==> src/rtl/ssc_pkg.sv <==
// System clock source select: shared constants, types and register map.
// Assumes one 20 MHz system clock and a plain address/strobe register port.
`default_nettype none
package ssc_pkg;

    localparam int CLK_NS = 50;

    // Default source configuration codes
    localparam logic [2:0] CFG_LP  = 3'h0;
    localparam logic [2:0] CFG_XT  = 3'h1;
    localparam logic [2:0] CFG_HS  = 3'h2;
    localparam logic [2:0] CFG_RC  = 3'h3;
    localparam logic [2:0] CFG_INT = 3'h4;
    localparam logic [2:0] CFG_ECL = 3'h5;
    localparam logic [2:0] CFG_ECM = 3'h6;
    localparam logic [2:0] CFG_ECH = 3'h7;

    localparam int OST_COUNT = 1024;

    // Oscillator settling, least times, rounded up to whole cycles
    localparam int FAST_RUN_NS    = 2000;
    localparam int FAST_STABLE_NS = 10000;
    localparam int SLOW_RUN_NS    = 1000;
    localparam int FAST_RUN_CYC    = (FAST_RUN_NS + CLK_NS - 1) / CLK_NS;
    localparam int FAST_STABLE_CYC = (FAST_STABLE_NS + CLK_NS - 1) / CLK_NS;
    localparam int SLOW_RUN_CYC    = (SLOW_RUN_NS + CLK_NS - 1) / CLK_NS;

    // Register map
    localparam logic [3:0] ADDR_CTRL = 4'h0;
    localparam logic [3:0] ADDR_STAT = 4'h1;
    localparam int CTRL_SCS_LSB   = 0;
    localparam int CTRL_FREQ_LSB  = 3;
    localparam int STAT_FAST_STB  = 0;
    localparam int STAT_SLOW_RUN  = 1;
    localparam int STAT_FAST_RUN  = 4;
    localparam int STAT_OST_DONE  = 5;
    localparam logic [1:0] SCS_RST  = 2'h0;
    localparam logic [3:0] FREQ_RST = 4'h7;
    localparam logic [3:0] FREQ_LF  = 4'h0;
    localparam logic [1:0] SCS_SEC  = 2'h1;

    typedef enum logic [2:0] {
        SRC_EXT  = 3'h0,
        SRC_XTAL = 3'h1,
        SRC_RC   = 3'h2,
        SRC_SEC  = 3'h3,
        SRC_POST = 3'h4,
        SRC_SLOW = 3'h5,
        SRC_BOOT = 3'h6
    } ssc_src_t;

    typedef enum logic [1:0] {
        OST_IDLE = 2'h0,
        OST_POWER_UP_TIMER = 2'h1,
        OST_RUN  = 2'h2,
        OST_DONE = 2'h3
    } ssc_ost_t;

    typedef enum logic [1:0] {
        GAIN_OFF  = 2'h0,
        GAIN_LOW  = 2'h1,
        GAIN_MED  = 2'h2,
        GAIN_HIGH = 2'h3
    } ssc_gain_t;

    typedef struct packed {
        logic [2:0] default_source_config;
        logic       clock_output_pin_enable;
        logic       failsafe_en;
        logic       two_speed_en;
        logic       power_up_timer_en;
        logic       wdt_en;
    } ssc_cfg_t;

    typedef struct packed {
        logic primary_gpio;
        logic sec_clkout;
        logic sec_gpio;
    } ssc_pins_t;

endpackage
`default_nettype wire

==> src/rtl/ssc_top.sv <==
// System clock source selection, crystal start-up timer and oscillator status.
// Assumes config words held stable, por/wake/power_up_timer pulses from same clock,
// and the primary oscillator pin arriving asynchronously.
//
// Overview of operation
// - External clock ranges use configuration codes 111, 110 and 101.
// - External clock mode never runs the start-up timer; no delay.
// - Logic is static; a stopped clock holds all state intact.
// - Crystal modes count 1024 primary edges before using the oscillator.
// - Count starts after power-on (after power-up timer) and each wake.
// - During the count with select 00 the processor is held, unless monitor or two-speed.
// - With monitor or two-speed, execution runs on internal clock meanwhile.
// - Crystal modes select low, medium or high amplifier gain.
// - In RC and internal modes a bit picks clock output or I/O.
// - Internal oscillator configuration frees the primary pin for I/O.
// - Fast oscillator on for high frequency with config 100 or select 1x.
// - Fast oscillator passes a postscaler chosen by frequency select.
// - A status bit shows the fast oscillator running.
// - A status bit shows the fast oscillator settled within 0.5%.
// - A start-up oscillator clocks logic until the fast one runs.
// - Slow oscillator on for frequency 0000 with select 1x or users.
// - Slow oscillator also clocks power-up timer, watchdog and monitor.
// - A status bit shows the slow oscillator running.
// - After reset the configured default source is the system clock.
// - Secondary timekeeping oscillator selectable at run time.
// - Select 00 default, 01 secondary, 1x internal block.
// - Reset loads frequency select with 0111, meaning 500 kHz.
// - Reset clears the source select field.
//
// The placing of the registers and the plain strobed port were decided locally.
`timescale 1ns/1ps
`default_nettype none
module ssc_top #(
    parameter int OST_CYCLES = ssc_pkg::OST_COUNT
) (
    input  wire logic              clock_in,
    input  wire logic              rst_in,
    input  wire ssc_pkg::ssc_cfg_t cfg_in,
    input  wire logic              por_in,
    input  wire logic              wake_in,
    input  wire logic              power_up_timer_done_in,
    input  wire logic              primary_osc_in,
    input  wire logic [3:0]        reg_addr_in,
    input  wire logic [7:0]        reg_wdata_in,
    input  wire logic              reg_wr_in,
    input  wire logic              reg_rd_in,
    output logic [7:0]             reg_rdata_out,
    output ssc_pkg::ssc_src_t      sys_src_out,
    output logic [3:0]             post_div_out,
    output logic                   cpu_hold_out,
    output ssc_pkg::ssc_gain_t     amp_gain_out,
    output ssc_pkg::ssc_pins_t     pins_out,
    output logic                   fast_osc_en_out,
    output logic                   slow_osc_en_out
);

    // The start-up counter is 11 bits wide, so larger counts cannot be served
    if (OST_CYCLES < 1 || OST_CYCLES > 2047) begin : g_bad_ost
        $error("OST_CYCLES out of range");
    end

    // log2 of the postscaler divide for each high-frequency select code
    function automatic logic [3:0] post_div(input logic [3:0] f);
        logic [3:0] d;
        d = 4'h0;
        if (f[3])
            d = 4'hf - f;
        else if (f >= 4'h4)
            d = 4'hc - f;
        else if (f != 4'h0)
            d = 4'h9;
        return d;
    endfunction

    logic [2:0] cfg;
    logic       xtal;
    logic       ec;
    logic       bypass;
    assign cfg    = cfg_in.default_source_config;
    assign xtal   = (cfg == ssc_pkg::CFG_LP) || (cfg == ssc_pkg::CFG_XT)
                    || (cfg == ssc_pkg::CFG_HS);
    assign ec     = (cfg == ssc_pkg::CFG_ECL) || (cfg == ssc_pkg::CFG_ECM)
                    || (cfg == ssc_pkg::CFG_ECH);
    assign bypass = cfg_in.failsafe_en || cfg_in.two_speed_en;

    // Control register
    logic [1:0] scs;
    logic [3:0] freq;
    logic [1:0] next_scs;
    logic [3:0] next_freq;

    always_comb begin
        next_scs  = scs;
        next_freq = freq;
        if (reg_wr_in && reg_addr_in == ssc_pkg::ADDR_CTRL) begin
            next_scs  = reg_wdata_in[ssc_pkg::CTRL_SCS_LSB +: 2];
            next_freq = reg_wdata_in[ssc_pkg::CTRL_FREQ_LSB +: 4];
        end
    end

    always_ff @(posedge clock_in) begin
        if (rst_in) begin
            scs  <= ssc_pkg::SCS_RST;
            freq <= ssc_pkg::FREQ_RST;
        end else begin
            scs  <= next_scs;
            freq <= next_freq;
        end
    end

    // Primary pin synchroniser: a change counts once stages two and three agree
    logic       prim_s1;
    logic       prim_s2;
    logic       prim_s3;
    logic       prim_lvl;
    logic       next_prim_lvl;
    logic       prim_edge;

    always_comb begin
        next_prim_lvl = (prim_s2 == prim_s3) ? prim_s3 : prim_lvl;
    end
    assign prim_edge = next_prim_lvl && !prim_lvl;

    always_ff @(posedge clock_in) begin
        if (rst_in) begin
            prim_s1  <= 1'b0;
            prim_s2  <= 1'b0;
            prim_s3  <= 1'b0;
            prim_lvl <= 1'b0;
        end else begin
            prim_s1  <= primary_osc_in;
            prim_s2  <= prim_s1;
            prim_s3  <= prim_s2;
            prim_lvl <= next_prim_lvl;
        end
    end

    // Crystal start-up timer; counts pin edges only, no timeout, so a
    // stalled clock simply freezes it where it stands
    ssc_pkg::ssc_ost_t ost_q;
    ssc_pkg::ssc_ost_t next_ost;
    logic [10:0]       ost_cnt;
    logic [10:0]       next_ost_cnt;

    always_comb begin
        next_ost     = ost_q;
        next_ost_cnt = ost_cnt;
        unique case (ost_q)
            ssc_pkg::OST_IDLE, ssc_pkg::OST_DONE: begin
                if (por_in && xtal) begin
                    next_ost_cnt = 11'h0;
                    next_ost     = cfg_in.power_up_timer_en ? ssc_pkg::OST_POWER_UP_TIMER
                                                  : ssc_pkg::OST_RUN;
                end else if (wake_in && xtal) begin
                    next_ost_cnt = 11'h0;
                    next_ost     = ssc_pkg::OST_RUN;
                end else if ((por_in || wake_in) && !xtal) begin
                    next_ost = ssc_pkg::OST_DONE;
                end
            end
            ssc_pkg::OST_POWER_UP_TIMER: begin
                if (power_up_timer_done_in)
                    next_ost = ssc_pkg::OST_RUN;
            end
            ssc_pkg::OST_RUN: begin
                if (!xtal) begin
                    next_ost = ssc_pkg::OST_DONE;
                end else if (prim_edge) begin
                    next_ost_cnt = ost_cnt + 11'h1;
                    if (ost_cnt == 11'(OST_CYCLES - 1))
                        next_ost = ssc_pkg::OST_DONE;
                end
            end
        endcase
    end

    always_ff @(posedge clock_in) begin
        if (rst_in) begin
            ost_q   <= ssc_pkg::OST_IDLE;
            ost_cnt <= 11'h0;
        end else begin
            ost_q   <= next_ost;
            ost_cnt <= next_ost_cnt;
        end
    end

    logic ost_busy;
    assign ost_busy = xtal && (ost_q == ssc_pkg::OST_POWER_UP_TIMER || ost_q == ssc_pkg::OST_RUN);

    // Oscillator enables
    logic int_sel;
    assign int_sel = scs[1] || (scs == ssc_pkg::SCS_RST && cfg == ssc_pkg::CFG_INT);

    always_comb begin
        fast_osc_en_out = ((freq != ssc_pkg::FREQ_LF)
                          && (cfg == ssc_pkg::CFG_INT || scs[1]))
                          || (ost_busy && bypass && scs == ssc_pkg::SCS_RST);
        slow_osc_en_out = ((freq == ssc_pkg::FREQ_LF) && int_sel)
                          || cfg_in.wdt_en || cfg_in.failsafe_en
                          || ost_q == ssc_pkg::OST_POWER_UP_TIMER;
    end

    // Settling counters model oscillator start-up; they restart when disabled
    logic [9:0] fast_cnt;
    logic [9:0] slow_cnt;
    logic [9:0] next_fast_cnt;
    logic [9:0] next_slow_cnt;
    logic       fast_run;
    logic       fast_stable;
    logic       slow_run;

    always_comb begin
        next_fast_cnt = 10'h0;
        next_slow_cnt = 10'h0;
        if (fast_osc_en_out)
            next_fast_cnt = fast_stable ? fast_cnt : fast_cnt + 10'h1;
        if (slow_osc_en_out)
            next_slow_cnt = slow_run ? slow_cnt : slow_cnt + 10'h1;
    end

    always_ff @(posedge clock_in) begin
        if (rst_in) begin
            fast_cnt <= 10'h0;
            slow_cnt <= 10'h0;
        end else begin
            fast_cnt <= next_fast_cnt;
            slow_cnt <= next_slow_cnt;
        end
    end

    assign fast_run    = fast_cnt >= 10'(ssc_pkg::FAST_RUN_CYC);
    assign fast_stable = fast_cnt >= 10'(ssc_pkg::FAST_STABLE_CYC);
    assign slow_run    = slow_cnt >= 10'(ssc_pkg::SLOW_RUN_CYC);

    // Source multiplexer
    ssc_pkg::ssc_src_t int_src;
    always_comb begin
        if (freq == ssc_pkg::FREQ_LF)
            int_src = ssc_pkg::SRC_SLOW;
        else if (fast_run)
            int_src = ssc_pkg::SRC_POST;
        else
            int_src = ssc_pkg::SRC_BOOT;
    end

    always_comb begin
        if (scs == ssc_pkg::SCS_SEC)
            sys_src_out = ssc_pkg::SRC_SEC;
        else if (scs[1])
            sys_src_out = int_src;
        else if (cfg == ssc_pkg::CFG_INT)
            sys_src_out = int_src;
        else if (cfg == ssc_pkg::CFG_RC)
            sys_src_out = ssc_pkg::SRC_RC;
        else if (ec)
            sys_src_out = ssc_pkg::SRC_EXT;
        else if (ost_busy && bypass)
            sys_src_out = int_src;
        else
            sys_src_out = ssc_pkg::SRC_XTAL;
    end

    // Outputs steered by configuration
    logic [7:0] rdata;
    logic [7:0] next_rdata;
    always_comb begin
        post_div_out = post_div(freq);
        cpu_hold_out = ost_busy && !bypass && scs == ssc_pkg::SCS_RST;
        unique case (cfg)
            ssc_pkg::CFG_LP: amp_gain_out = ssc_pkg::GAIN_LOW;
            ssc_pkg::CFG_XT: amp_gain_out = ssc_pkg::GAIN_MED;
            ssc_pkg::CFG_HS: amp_gain_out = ssc_pkg::GAIN_HIGH;
            default:         amp_gain_out = ssc_pkg::GAIN_OFF;
        endcase
        pins_out.primary_gpio = cfg == ssc_pkg::CFG_INT;
        pins_out.sec_clkout   = !xtal && cfg_in.clock_output_pin_enable;
        pins_out.sec_gpio     = !xtal && !cfg_in.clock_output_pin_enable;
    end

    // Register read path; status has no write path at all
    always_comb begin
        next_rdata = 8'h00;
        if (reg_rd_in && reg_addr_in == ssc_pkg::ADDR_CTRL) begin
            next_rdata[ssc_pkg::CTRL_SCS_LSB +: 2]  = scs;
            next_rdata[ssc_pkg::CTRL_FREQ_LSB +: 4] = freq;
        end else if (reg_rd_in && reg_addr_in == ssc_pkg::ADDR_STAT) begin
            next_rdata[ssc_pkg::STAT_FAST_STB] = fast_stable;
            next_rdata[ssc_pkg::STAT_SLOW_RUN] = slow_run;
            next_rdata[ssc_pkg::STAT_FAST_RUN] = fast_run;
            next_rdata[ssc_pkg::STAT_OST_DONE] = ost_q == ssc_pkg::OST_DONE;
        end
    end

    always_ff @(posedge clock_in) begin
        if (rst_in)
            rdata <= 8'h00;
        else
            rdata <= next_rdata;
    end
    assign reg_rdata_out = rdata;
endmodule // ssc_top
`default_nettype wire

==> config.mk <==
export PLATFORM = sky130hd
export DESIGN_NAME = ssc_top
export DESIGN_NICKNAME = d
export VERILOG_FILES = /design/src/rtl/ssc_pkg.sv /design/src/rtl/ssc_top.sv
export SDC_FILE = /design/constraint.sdc
export NUM_CORES = 1
export LEC_CHECK = 0
export ABC_CLOCK_PERIOD_IN_PS = 1780
export BUFFER_PORTS_ARGS = -buffer_cell sky130_fd_sc_hd__buf_2
export CORE_AREA = 2 2 76 78
export CTS_CLUSTER_DIAMETER = 30
export DETAILED_ROUTE_END_ITERATION = 8
export DIE_AREA = 0 0 78 80
export GPL_TIMING_DRIVEN = 0
export PLACE_DENSITY = 0.73
export SYNTH_ARGS = -nofsm -noshare
export SYNTH_HDL_FRONTEND = slang
export SYNTH_SLANG_ARGS = --single-unit
export TNS_END_PERCENT = 50
==> constraint.sdc <==
create_clock -name clock_in -period 1.78 [get_ports clock_in]
set_input_delay 0.178 -clock clock_in [delete_from_list [all_inputs] [get_ports clock_in]]
set_output_delay 0.178 -clock clock_in [all_outputs]
set_load 0.03 [all_outputs]
==> impl_results.md <==
* Cell area after layout at ~3300 um^2
* Commonest cells after routing, fill and taps aside: dfxtp_1, buf_2, nor2_1
* Vias/cell at between 5 and 6
* CTS clk-pin slew, worst paths at 0.09 ns
* Clock Tree Buf Depth at 2
* H-tree levels at 2
* TritonCTS Sinks at ~50
* DR pass1 iterations at 4
* FILL cells at about 480
* Max-Cap Viols at 0
* Final setup fails at 9
* Initial core utilization at a little under half
* Gr ovfl total at 0
* Final std cells w/o fill at between 400 and 500
* Largest net degree at the start of global routing at 16
* Synthesis Warnings at 0
* Routed len/inst at ~15 um
* Synth Flop Type: dfxtp_1
* Failing checks: setup timing
* Worst hold endpoint: prim_s1$_SDFF_PP0_
* CP arrival at around 1.7 ns
* Worst R2R End: ost_cnt[5]$_SDFFE_PP0P_
* Seq cells post-synth at just under 50
* Max Freq at between 0.5 and 0.6 GHz
* Post-route setup TNS at -0.578 ns
* Register-to-Register Path Depth at 5
* CTS Hold Bufs at 0
* Nets at between 300 and 400
* Final worst setup slack at -0.139 ns
* Hpwl dp at roughly 4.3 mm
* Crit Path Max Fanout at 5
* Status: complete, but fails checks
* Clock Latency Late Sink at approximately 0.30 ns
* Critical-path cell list: inv_2 > ha_4 > or3b_4 > a22oi_2 > a2bb2oi_2 > buf_6
* Vias in the first global route at about 2.2k
* Cell Pwr Density at ~920 nW/um^2
* Worst hold path depth at 2
* Slowest-stage cell, CP: or3b_4
* Req. time, crit path at ~1.6 ns
* Total CTS buffers at 5
* Max incr delay on CP at 0.41 ns
* CTS root buffer: clkbuf_8
* Critical Path End Type: output pin
* R2r startpoint: ost_q[1]$_SDFFE_PP0P_
* Final hold vios at 0
* Most common cell after layout, fill and taps aside: dfxtp_1
* CTS tree: done
* Layout cells sized above 1 at between 30% and 40%
* Mapped Cells at 291
* Synth Cell Area at around 2600 um^2
* Placed Cells at approximately 400
* Post-synthesis cell type count at 57
* Die W at ~78 um
* Period minus WS final at about 1.9 ns
* Total wire length at between 6 and 7 mm
* DRC viols at 0
* Initial antenna violation count at 0
* DP Worst Slack at -0.252 ns
* Worst Skew at 0.00522 ns
* Antenna Cells at 0
* Min-delay src: primary_osc_in
* ANT nets after route at 0
* Tcrit/Tclk final at 108%
* Leakage at between 0.001 and 0.0015 uW
* DIE HEIGHT at 80 um
* Worst slew pin tran at between 0.5 and 0.6 ns
* Slew Viols, Final at 0
* Syn Area/Cell at 8.77 um^2
* R2R Setup Slk at -0.12 ns
* Hold Crit Class: in2reg
* Seq/Total Area, Yosys at just under 40%
* Core area at roughly 5400 um^2
* Tot GR Track Use at about a fifth
* Critical Path Source Type: flip-flop
* RSZ-0062 raised after global routing: yes
* Buffers on Ports at 44
* Die footprint at 6240 um^2
* VDD IR max at around 0.65 mV
* Vias at between 2k and 2.5k
* Layout area overhead at 30.1%
* Number of flops mapped to enable cells by yosys at 0
* Row cnt at 27
* Worst rel slew slack at about three fifths
* Final RePlAce weighted congestion at between 0.8 and 0.9
* WHS at 0.0922 ns
* Async SR Flop Fraction at 0%
* IO Count at 51
* Initial DRC Count at around 130
* Crit path kind: reg2out
* Placed instance area at approximately 2900 um^2
* First-pass GRT wire length at 10.0 mm
[stage by stage]
step | utilization (%) | total power, uW
4_1_cts | 59.5 | 2950
3_5_place_dp | 53.6 | 1910
2_1_floorplan | - | 1730
3_3_place_gp | 53.6 | 1900
5_1_grt | 61.4 | 3190
6_report | 61.4 | 3060
[per-layer routing]
metal / up-vias / routed length [um] / global-route usage (%)
met1: 1110 / 2950 / 26.1
met5: - / 0 / 0
met3: 15 / 243 / 3.39
met4: 0 / 128 / 8.42
met2: 69 / 3150 / 32.8
li1: 1175 / - / -
[registers in the layout, summed over array words and instances (netlist names)]
register       flops
ost_cnt           11
fast_cnt          10
slow_cnt          10
reg_rdata_out      6
freq               4
ost_q              2
scs                2
prim_lvl           1
prim_s1            1
prim_s2            1
prim_s3            1
[cell usage after synthesis, drive strengths merged (8+ instances only)]
cell type  instances  area (um^2)
nand3             10         50.1
nor2              34          150
nand2             12         45.0
mux2i              8         80.1
dfxtp             49          981
ha                 9          113
o21ai             11         55.1
inv               17         63.8
clkbuf             8         30.0
a21oi             15         82.6
or4                9         67.6
[cells by family after synthesis]
family | synth area share, %
and+or+nand+nor | 27.3
AOI/OAI and AO/OA | 17.3
DFF | 38.4
buffers and inverters | 5.83
xor gates and xnor gates | 3.43
adders and majority gates | 4.41
muxes | 3.14
other | 0.147
[layout make-up]
class	count	area [um^2]	area share, %
clock inverter	2	38.8	1.17
sequential	49	991	29.8
multi-input combinational	212	1610	48.5
buffer	10	80.1	2.41
tap	72	90.1	2.71
inverter	17	63.8	1.92
timing repair buffer	59	373	11.2
clock buffer	6	72.6	2.19
[how the worst max path moves through the flow]
stage	end	startpoint	depth (start not counted)
floorplan	ost_cnt[5]$_SDFFE_PP0P_	ost_q[0]$_SDFFE_PP0P_	7
global placement	ost_cnt[9]$_SDFFE_PP0P_	ost_q[0]$_SDFFE_PP0P_	8
detailed placement	ost_cnt[4]$_SDFFE_PP0P_	ost_q[0]$_SDFFE_PP0P_	8
CTS	sys_src_out[0]	freq[1]$_SDFFE_PP1P_	6
global route	sys_src_out[0]	freq[1]$_SDFFE_PP1P_	6
finish	sys_src_out[0]	freq[1]$_SDFFE_PP1P_	6
[what timing repair did]
action | in CTS | in global routing
setup buffers | 9 | 5
endpoints found under the hold margin | 0 | 0
cloned | 2 | 1
resized for setup | 32 | 28
endpoints found under the setup margin | 35 | 31
pin swaps | 12 | 14
[where the power goes]
group | internal (uW) | leakage, uW | switching (uW)
logic | 501 | 0.000869 | 585
clock network | 422 | 0.0000554 | 380
registers | 1140 | 0.000398 | 32.2
[worst max-delay path: cells and delay by family (launching register included)]
family / cells / cell delay (ns)
and+or+nand+nor: 1 / 0.41
AOI/OAI and AO/OA: 2 / 0.34
DFF: 1 / 0.33
buffers and inverters: 2 / 0.23
adders and majority gates: 1 / 0.13
No activity file was read; power rests on OpenSTA's default activity.
